File: src/ldm_pkg_note_unused.sv
// Intentionally empty
`timescale 1ns/1ps
`default_nettype none
`default_nettype wire

File: src/ldm_pkg.sv
// Package of constants and the ratio divider used by the dimming control
package ldm_pkg;
  // ----------------------------------------------------------------
  // Clock and timing
  // ----------------------------------------------------------------
  localparam int LDM_CLK_HZ = 20000000;
  localparam int LDM_UVLO_DELAY_US = 4000;
  localparam int LDM_UVLO_DELAY_CYC = (LDM_CLK_HZ / 1000000) * LDM_UVLO_DELAY_US;
  localparam int LDM_SS_PWM_MS = 20;
  localparam int LDM_SS_MIX_MS = 40;
  localparam int LDM_PWM_MIN_HZ = 100;
  localparam int LDM_PWM_MAX_HZ = 20000;
  localparam int LDM_PERIOD_MAX_CYC = LDM_CLK_HZ / LDM_PWM_MIN_HZ;
  localparam int LDM_PERIOD_MIN_CYC = LDM_CLK_HZ / LDM_PWM_MAX_HZ;
  localparam int LDM_CNT_W = 18;
  // ----------------------------------------------------------------
  // Amplitude scale
  // ----------------------------------------------------------------
  localparam int LDM_DUTY_BITS = 9;
  localparam int LDM_CODE_W = LDM_DUTY_BITS + 1;
  localparam logic [LDM_CODE_W-1:0] LDM_DUTY_FULL = 10'h200;
  localparam logic [LDM_CODE_W-1:0] LDM_DUTY_QUARTER = 10'h080;
  localparam int LDM_LOWDUTY_MULT = 4;
  localparam int LDM_SS_PWM_STEP_CYC = (LDM_CLK_HZ / 1000) * LDM_SS_PWM_MS / 512;
  localparam int LDM_SS_MIX_STEP_CYC = (LDM_CLK_HZ / 1000) * LDM_SS_MIX_MS / 512;
  localparam int LDM_CH_COUNT = 6;
  // ----------------------------------------------------------------
  // Control states
  // ----------------------------------------------------------------
  typedef enum logic [2:0] {
    LDM_ST_OFF = 3'b000,
    LDM_ST_DELAY = 3'b001,
    LDM_ST_WAIT = 3'b010,
    LDM_ST_SOFT = 3'b011,
    LDM_ST_RUN = 3'b100
  } ldm_state_t;
endpackage : ldm_pkg

`timescale 1ns/1ps
`default_nettype none
// Restoring divider: quot = num * 512 / den, num <= den
module ldm_ratio_div
  import ldm_pkg::*;
(
  input wire logic sys_clk,
  input wire logic resetn,
  input wire logic start,
  input wire logic [LDM_CNT_W-1:0] num,
  input wire logic [LDM_CNT_W-1:0] den,
  output logic done,
  output logic [LDM_CODE_W-1:0] quot
);
  logic [LDM_CNT_W:0] rem_q;
  logic [LDM_CNT_W-1:0] den_q;
  logic [LDM_CODE_W-1:0] quot_q;
  logic [3:0] step_q;
  logic busy_q;
  logic done_q;
  logic ge;
  logic [LDM_CNT_W:0] rem_sub;

  // Compare and subtract for one quotient bit
  assign ge = rem_q >= {1'b0, den_q};
  assign rem_sub = ge ? rem_q - {1'b0, den_q} : rem_q;
  assign done = done_q;
  assign quot = quot_q;

  // One quotient bit per cycle, integer bit first
  always_ff @(posedge sys_clk) begin
    if (!resetn) begin
      rem_q <= '0;
      den_q <= '0;
      quot_q <= '0;
      step_q <= 4'h0;
      busy_q <= 1'b0;
      done_q <= 1'b0;
    end else begin
      done_q <= 1'b0;
      if (start) begin
        rem_q <= {1'b0, num};
        den_q <= den;
        quot_q <= '0;
        step_q <= 4'h0;
        busy_q <= 1'b1;
      end else if (busy_q) begin
        quot_q <= {quot_q[LDM_CODE_W-2:0], ge};
        rem_q <= {rem_sub[LDM_CNT_W-1:0], 1'b0};
        step_q <= step_q + 4'h1;
        if (step_q == 4'(LDM_CODE_W - 1)) begin
          busy_q <= 1'b0;
          done_q <= 1'b1;
        end
      end
    end
  end
endmodule : ldm_ratio_div
`default_nettype wire

File: src/ldm_dimming_ctrl.sv
// Dimming mode control and soft-start sequencing for a six-channel LED sink driver
//
// Overview of operation
// Mode select pin low selects direct PWM dimming.
// PWM mode: sinks switch on and off following the PWM input.
// Mode select floating or high selects mixed dimming.
// Mixed mode output lags input by two periods: measure, then compute.
// Mixed mode, duty 25% to 100%: sinks on, amplitude proportional to duty.
// Mixed mode, duty below 25%: amplitude fixed at a quarter of full scale.
// Low-duty mixed state: sink pulse duty is four times measured duty.
// Amplitude DAC code has at least 512 steps.
// Soft-start waits for supply valid, PWM present and enable together.
// Soft-start lasts tens of milliseconds, longer in mixed than PWM mode.
// PWM frequencies 100 Hz to 20 kHz are accepted; host keeps within.
// Host should drive PWM between 100 Hz and 10 kHz.
// After supply becomes valid, a delay of milliseconds precedes soft-start.
// Duty measured by counting high time and period on the system clock.
`timescale 1ns/1ps
`default_nettype none
module ldm_dimming_ctrl
  import ldm_pkg::*;
#(
  parameter int UVLO_DELAY_CYC = LDM_UVLO_DELAY_CYC,
  parameter int SS_PWM_STEP_CYC = LDM_SS_PWM_STEP_CYC,
  parameter int SS_MIX_STEP_CYC = LDM_SS_MIX_STEP_CYC,
  parameter int PERIOD_MAX_CYC = LDM_PERIOD_MAX_CYC,
  parameter int PERIOD_MIN_CYC = LDM_PERIOD_MIN_CYC
) (
  input wire logic sys_clk,
  input wire logic resetn,
  input wire logic enable_pin,
  input wire logic supply_input_ok,
  input wire logic mode_select_pin,
  input wire logic pwm_in,
  output logic [LDM_CH_COUNT-1:0] current_sink_channels,
  output logic [LDM_CODE_W-1:0] current_dac_code,
  output logic soft_start_active,
  output logic mixed_mode
);
  // ----------------------------------------------------------------
  // Helpers
  // ----------------------------------------------------------------
  function automatic logic [LDM_CODE_W-1:0] ldm_min(input logic [LDM_CODE_W-1:0] a,
                                                     input logic [LDM_CODE_W-1:0] b);
    ldm_min = (a < b) ? a : b;
  endfunction : ldm_min

  // ----------------------------------------------------------------
  // Input synchronisers
  // ----------------------------------------------------------------
  logic [3:0] meta_q;
  logic [3:0] sync_q;
  logic pwm_prev_q;
  logic pwm_s;
  logic mix_s;
  logic supply_s;
  logic en_s;
  logic pwm_rise;

  // Two flops on every pin input
  // Only the second stage is read, keeping metastability out of the logic
  always_ff @(posedge sys_clk) begin
    if (!resetn) begin
      meta_q <= 4'h0;
      sync_q <= 4'h0;
      pwm_prev_q <= 1'b0;
    end else begin
      meta_q <= {enable_pin, supply_input_ok, mode_select_pin, pwm_in};
      sync_q <= meta_q;
      pwm_prev_q <= sync_q[0];
    end
  end

  // Synchronised levels and PWM edge
  assign pwm_s = sync_q[0];
  assign mix_s = sync_q[1];
  assign supply_s = sync_q[2];
  assign en_s = sync_q[3];
  assign pwm_rise = pwm_s & ~pwm_prev_q;

  // ----------------------------------------------------------------
  // Period and high-time measurement
  // ----------------------------------------------------------------
  logic [LDM_CNT_W-1:0] per_cnt_q;
  logic [LDM_CNT_W-1:0] high_cnt_q;
  logic [LDM_CNT_W-1:0] high_pend_q;
  logic [LDM_CNT_W+1:0] burst_lim_q;
  logic [LDM_CNT_W-1:0] burst_cnt_q;
  logic [LDM_CODE_W-1:0] duty_pend_q;
  logic [LDM_CODE_W-1:0] duty_act_q;
  logic seen_edge_q;
  logic pend_valid_q;
  logic act_valid_q;
  logic per_ok;
  logic per_timeout;
  logic div_start;
  logic div_done;
  logic [LDM_CODE_W-1:0] div_quot;

  // Periods below the accepted range are not measured; longer ones use the capped count
  // A too-short period leaves the last good result in place
  assign per_ok = (per_cnt_q >= LDM_CNT_W'(PERIOD_MIN_CYC));
  assign per_timeout = (per_cnt_q == LDM_CNT_W'(PERIOD_MAX_CYC));
  assign div_start = pwm_rise & seen_edge_q & per_ok & en_s;

  // Counts high cycles and period cycles between rising edges
  always_ff @(posedge sys_clk) begin
    if (!resetn || !en_s) begin
      per_cnt_q <= '0;
      high_cnt_q <= '0;
      seen_edge_q <= 1'b0;
    end else if (pwm_rise) begin
      per_cnt_q <= LDM_CNT_W'(1);
      high_cnt_q <= LDM_CNT_W'(1);
      seen_edge_q <= 1'b1;
    end else if (!per_timeout) begin
      per_cnt_q <= per_cnt_q + LDM_CNT_W'(1);
      high_cnt_q <= high_cnt_q + LDM_CNT_W'(pwm_s);
    end
  end

  // Ratio of high time to period, 512 counts full scale
  ldm_ratio_div u_div (
    .sys_clk(sys_clk),
    .resetn(resetn),
    .start(div_start),
    .num(high_cnt_q),
    .den(per_cnt_q),
    .done(div_done),
    .quot(div_quot)
  );

  // Result of one period applies at the edge ending the next one
  // Holding one result back gives the two-period lag of mixed mode
  // A stalled input forces full or zero duty once the period runs out
  always_ff @(posedge sys_clk) begin
    if (!resetn || !en_s) begin
      duty_pend_q <= '0;
      duty_act_q <= '0;
      high_pend_q <= '0;
      burst_lim_q <= '0;
      pend_valid_q <= 1'b0;
      act_valid_q <= 1'b0;
    end else begin
      if (div_start) begin
        high_pend_q <= high_cnt_q;
      end
      if (div_done) begin
        duty_pend_q <= div_quot;
        pend_valid_q <= 1'b1;
      end else if (pwm_rise && pend_valid_q) begin
        duty_act_q <= duty_pend_q;
        burst_lim_q <= (LDM_CNT_W+2)'(high_pend_q) * (LDM_CNT_W+2)'(LDM_LOWDUTY_MULT);
        act_valid_q <= 1'b1;
        pend_valid_q <= 1'b0;
      end else if (per_timeout) begin
        duty_act_q <= pwm_s ? LDM_DUTY_FULL : '0;
        burst_lim_q <= '0;
        act_valid_q <= 1'b1;
        pend_valid_q <= 1'b0;
      end
    end
  end

  // Burst timer restarted on every rising edge
  // Saturates so a missing edge cannot wrap the burst window
  always_ff @(posedge sys_clk) begin
    if (!resetn || pwm_rise) begin
      burst_cnt_q <= '0;
    end else if (burst_cnt_q != LDM_CNT_W'(PERIOD_MAX_CYC)) begin
      burst_cnt_q <= burst_cnt_q + LDM_CNT_W'(1);
    end
  end

  // ----------------------------------------------------------------
  // Start-up sequencing
  // ----------------------------------------------------------------
  ldm_state_t state_q;
  ldm_state_t state_d;
  logic [LDM_CNT_W-1:0] delay_cnt_q;
  logic [LDM_CNT_W-1:0] step_cnt_q;
  logic [LDM_CODE_W-1:0] ramp_q;
  logic [LDM_CNT_W-1:0] step_lim;
  logic delay_done;
  logic step_done;
  logic start_ok;

  // Soft-start slope chosen by dimming mode
  assign step_lim = mix_s ? LDM_CNT_W'(SS_MIX_STEP_CYC - 1) : LDM_CNT_W'(SS_PWM_STEP_CYC - 1);
  assign delay_done = (delay_cnt_q == LDM_CNT_W'(UVLO_DELAY_CYC - 1));
  assign step_done = (step_cnt_q >= step_lim);
  assign start_ok = supply_s & en_s & seen_edge_q;

  // Next state
  always_comb begin
    state_d = state_q;
    case (state_q)
      LDM_ST_OFF: begin
        if (supply_s) begin
          state_d = LDM_ST_DELAY;
        end
      end
      LDM_ST_DELAY: begin
        if (!supply_s) begin
          state_d = LDM_ST_OFF;
        end else if (delay_done) begin
          state_d = LDM_ST_WAIT;
        end
      end
      LDM_ST_WAIT: begin
        if (!supply_s) begin
          state_d = LDM_ST_OFF;
        end else if (start_ok) begin
          state_d = LDM_ST_SOFT;
        end
      end
      LDM_ST_SOFT, LDM_ST_RUN: begin
        if (!supply_s) begin
          state_d = LDM_ST_OFF;
        end else if (!en_s) begin
          state_d = LDM_ST_WAIT;
        end else if (state_q == LDM_ST_SOFT && ramp_q == LDM_DUTY_FULL) begin
          state_d = LDM_ST_RUN;
        end
      end
      default: begin
        state_d = LDM_ST_OFF;
      end
    endcase
  end

  // State register
  always_ff @(posedge sys_clk) begin
    if (!resetn) begin
      state_q <= LDM_ST_OFF;
    end else begin
      state_q <= state_d;
    end
  end

  // Start-up delay counter
  always_ff @(posedge sys_clk) begin
    if (!resetn || state_q != LDM_ST_DELAY) begin
      delay_cnt_q <= '0;
    end else if (!delay_done) begin
      delay_cnt_q <= delay_cnt_q + LDM_CNT_W'(1);
    end
  end

  // Amplitude ramp, one code step per step interval
  // Restarts from zero whenever drive stops, so every start is soft
  always_ff @(posedge sys_clk) begin
    if (!resetn || (state_q != LDM_ST_SOFT && state_q != LDM_ST_RUN)) begin
      step_cnt_q <= '0;
      ramp_q <= '0;
    end else if (state_q == LDM_ST_SOFT && ramp_q != LDM_DUTY_FULL) begin
      step_cnt_q <= step_done ? '0 : step_cnt_q + LDM_CNT_W'(1);
      if (step_done) begin
        ramp_q <= ramp_q + LDM_CODE_W'(1);
      end
    end
  end

  // ----------------------------------------------------------------
  // Output selection
  // ----------------------------------------------------------------
  logic low_duty;
  logic burst_on;
  logic mix_sink_on;
  logic sink_on;
  logic drive_on;
  logic [LDM_CODE_W-1:0] mix_target;
  logic [LDM_CODE_W-1:0] target;
  logic [LDM_CH_COUNT-1:0] sinks_q;
  logic [LDM_CODE_W-1:0] dac_q;

  // Mixed mode: DC amplitude above a quarter, quarter-scale bursts below
  // Sinks stay off until a computed duty has been applied or the period runs out
  assign low_duty = (duty_act_q < LDM_DUTY_QUARTER);
  assign burst_on = ({2'b00, burst_cnt_q} < burst_lim_q);
  assign mix_target = low_duty ? LDM_DUTY_QUARTER : duty_act_q;
  assign mix_sink_on = act_valid_q & (low_duty ? burst_on : 1'b1);
  // PWM mode: full amplitude, sinks follow the input
  assign target = mix_s ? (act_valid_q ? mix_target : '0) : LDM_DUTY_FULL;
  assign sink_on = mix_s ? mix_sink_on : pwm_s;
  assign drive_on = (state_q == LDM_ST_SOFT) || (state_q == LDM_ST_RUN);

  // Registered sink gates and amplitude code
  always_ff @(posedge sys_clk) begin
    if (!resetn) begin
      sinks_q <= '0;
      dac_q <= '0;
    end else begin
      sinks_q <= {LDM_CH_COUNT{drive_on & sink_on}};
      dac_q <= drive_on ? ldm_min(target, ramp_q) : '0;
    end
  end

  assign current_sink_channels = sinks_q;
  assign current_dac_code = dac_q;
  assign soft_start_active = (state_q == LDM_ST_SOFT);
  assign mixed_mode = mix_s;
endmodule : ldm_dimming_ctrl
`default_nettype wire

File: config.mk
export PLATFORM = sky130hd
export DESIGN_NAME = ldm_dimming_ctrl
export DESIGN_NICKNAME = d
export VERILOG_FILES = /design/src/ldm_pkg_note_unused.sv /design/src/ldm_pkg.sv /design/src/ldm_dimming_ctrl.sv
export SDC_FILE = /design/constraint.sdc
export NUM_CORES = 1
export LEC_CHECK = 0
export ABC_AREA = 1
export BUFFER_PORTS_ARGS = -buffer_cell sky130_fd_sc_hd__buf_2
export CORE_MARGIN = 4
export CORE_UTILIZATION = 36
export DETAILED_ROUTE_END_ITERATION = 16
export PLACE_DENSITY = 0.52
export SKIP_CTS_REPAIR_TIMING = 1
export SYNTH_ARGS = -nofsm -noshare
export SYNTH_HDL_FRONTEND = slang
export SYNTH_HIERARCHICAL = 1
export SYNTH_SLANG_ARGS = --single-unit
File: constraint.sdc
create_clock -name sys_clk -period 2.9 [get_ports sys_clk]
set_input_delay 0.29 -clock sys_clk [delete_from_list [all_inputs] [get_ports sys_clk]]
set_output_delay 0.29 -clock sys_clk [all_outputs]
set_load 0.05 [all_outputs]
==> results.ini <==
[timing]
clock_skew_ns=0.0334
max_freq_ghz=0.394
tightest_slew_ns=0.752
setup_ws_ns=0.360
slew_viol_final=0
fin_crit_ns=2.54
slew_headroom=0.498
whs_ns=0.0952
setup_tns_ns=0
hold_viol=0
rsz0062_at_grt=no
finalSetupViolCount=0
fin_crit_sh=0.876

[floorplan]
start_util=0.363
die_height_um=194
core_area_sq_um=34500
rows=68
pin_count=24
dieArea_sq_um=37800
die-width_um=194

[logic_synthesis]
synthesis.area_sq_um=12500
async_flop_share=0
ys_warn_count=6
synth_nets=1824
ys_ff_latch=235
yosys.area.top_type=dfxtp_1
syn-mean-instance-area_sq_um=7.12
synth_commonest_cells=nand2_1, inv_1, dfxtp_1
synth_cell_type_count=58
synth_cells=1758
synth_edf_count=0
yosysTopAreaCellShare=0.376
yosysMostFrequentCell=nand2_1
synth-main-ff-cell=dfxtp_1
synth_area_leaders=dfxtp_1, nand2_1, inv_1, a21oi_1, ha_1
synth-seq-area-share=0.376

[routing]
antenna_left=0
num_vias=11000
dr_wl_met2_um=14300
drc=0
viasPerCell=4.90
routedWlPerCell_um=14.0
dr_wl_met3_um=1160
firstDrtPassIters=5
wl_um=31500
first_iter_violations=563
met1_length_um=15400
top_layer=met4

[finish]
fin_cells=2251
diodes=0
multi_input_area_sq_um=6530
fin_nets=1843
fill_cells=3630
drive_gt1_frac=0.0980
seq_area_sq_um=4700
syn_to_final_growth_pct=12.0

[pwr]
seqPwrFrac=0.447
pwr-share-clk=0.491
irDropWorstVdd_uv=503
p_switching_mw=1.79
p_sw_frac=0.243
power.density_nw_per_um2=527
power_frac_comb=0.062
p_int_mw=5.59
p_leak_nw=5.50
finalPower_mw=7.38

[placement]
io_buffers=23
dp.final_hpwl_um=23200
place_inst=2198
pre_cts_ws_ns=0.272
routabilityCongestion=0.880

[critical_path]
critPathKind=reg2reg
cp.required_ns=3.40
cp-end-kind=flip-flop
reg2regPathDepth=9
worstPathArrival_ns=3.04
rrSetupSlack_ns=0.36
critPathLaunchType=flip-flop
critPathMaxFanout=12
reg2reg_from=sync_q[1]
r2r-end=step_cnt_q[0]

[clock_tree]
insertion_delay_ns=0.57
clkTransAtPathRegs_ns=0.06
cts_root_buf=clkbuf_16
clk_path_buf_depth=3
clock_sinks=235
numCtsBuffers=28
cts.htree.levels=1
cts_tree=yes

[flow_run]
drv_cap=0

[global_route]
grt_pass1_wl_um=52000
grt_pass1_vias=10200
grtUsageTotal=0.162
grt_max_degree=36
antenna_found_initial=0
grt_overflow_total=0

[worst_hold_path]
hold_path_class=in2reg
hp-start=resetn
hold_end=meta_q[2]
worstHoldPathCells=3

[status]
status=finished clean

## layout make-up
cell class	count	area share
sequential	235	0.335
timing repair buffer	45	0.0207
clock inverter	12	0.0118
multi-input combinational	1209	0.465
inverter	258	0.0694
tap	455	0.0406
clock buffer	37	0.0567
## worst max-delay path by stage
stage	startpoint	endpoint	slack, ns
floorplan	sync_q[1]	current_dac_code[0]	0.57
global placement	sync_q[1]	current_dac_code[2]	0.34
detailed placement	sync_q[1]	current_dac_code[4]	0.27
CTS	sync_q[1]	current_dac_code[4]	0.26
global route	sync_q[1]	step_cnt_q[0]	0.05
finish	sync_q[1]	step_cnt_q[0]	0.36
## power by group through the flow
stage	sequential (mW)	clock, mW	combinational (mW)
after global routing	3.30	3.86	0.526
after detailed placement	3.37	0	0.457
after CTS	3.30	3.74	0.459
after floorplan	3.38	0	0.340
after global placement	3.37	0	0.457
final	3.30	3.63	0.458
## critical path, cell delays in order (launching register included)
cell	delay [ns]
dfxtp_1	0.46
inv_1	0.15
ha_1	0.30
and3_1	0.19
and2_1	0.13
nand2_1	0.05
nand2_1	0.22
nand2_1	0.42
nand2_1	0.33
a21oi_1	0.21
## state kept, by name (all words and copies together), names as in the netlist, 18 cells and up
name,cells
burst_cnt_q,18
burst_lim_q,18
delay_cnt_q,18
high_cnt_q,18
high_pend_q,18
per_cnt_q,18
step_cnt_q,18
u_div/den_q,18
u_div/rem_q,19
## layer usage
layer / GRT usage / up-vias
met5: 0 / -
met4: 0.0346 / 0
met3: 0.0257 / 49
met2: 0.269 / 162
met1: 0.224 / 5034
li1: - / 5791
## stage by stage
stage	util	cell area [sq um]
global route	0.407	14000
CTS	0.406	14000
finish	0.407	14000
detailed placement	0.378	13000
global placement	0.378	13000
floorplan	-	12500
## kinds of logic after synthesis
| logic type | Yosys count | share of synthesized area |
|---|---|---|
| AO/OA/AOI/OAI | 317 | 0.140 |
| XOR/XNOR | 34 | 0.0238 |
| adder cells (fa/ha/maj) | 60 | 0.0606 |
| buffers and inverters | 314 | 0.103 |
| flip-flops | 235 | 0.376 |
| AND/OR/NAND/NOR | 798 | 0.297 |
## placed cells by master, fill, tap and decap left out, types with 22 or more instances in the layout
master | Yosys | final
ha_1 | 59 | 59
xor2_1 | 25 | 25
o21ai_0 | 87 | 87
inv_1 | 242 | 242
nand2_1 | 340 | 340
nor2_1 | 159 | 159
nand3b_1 | 22 | 22
nand4_1 | 36 | 36
a21oi_1 | 172 | 172
buf_2 | 13 | 23
nand2_2 | 24 | 24
dfxtp_1 | 235 | 235
clkbuf_16 | 0 | 28
nand3_1 | 130 | 130
nor3_1 | 34 | 34
Power figures use the tool's default switching activity.
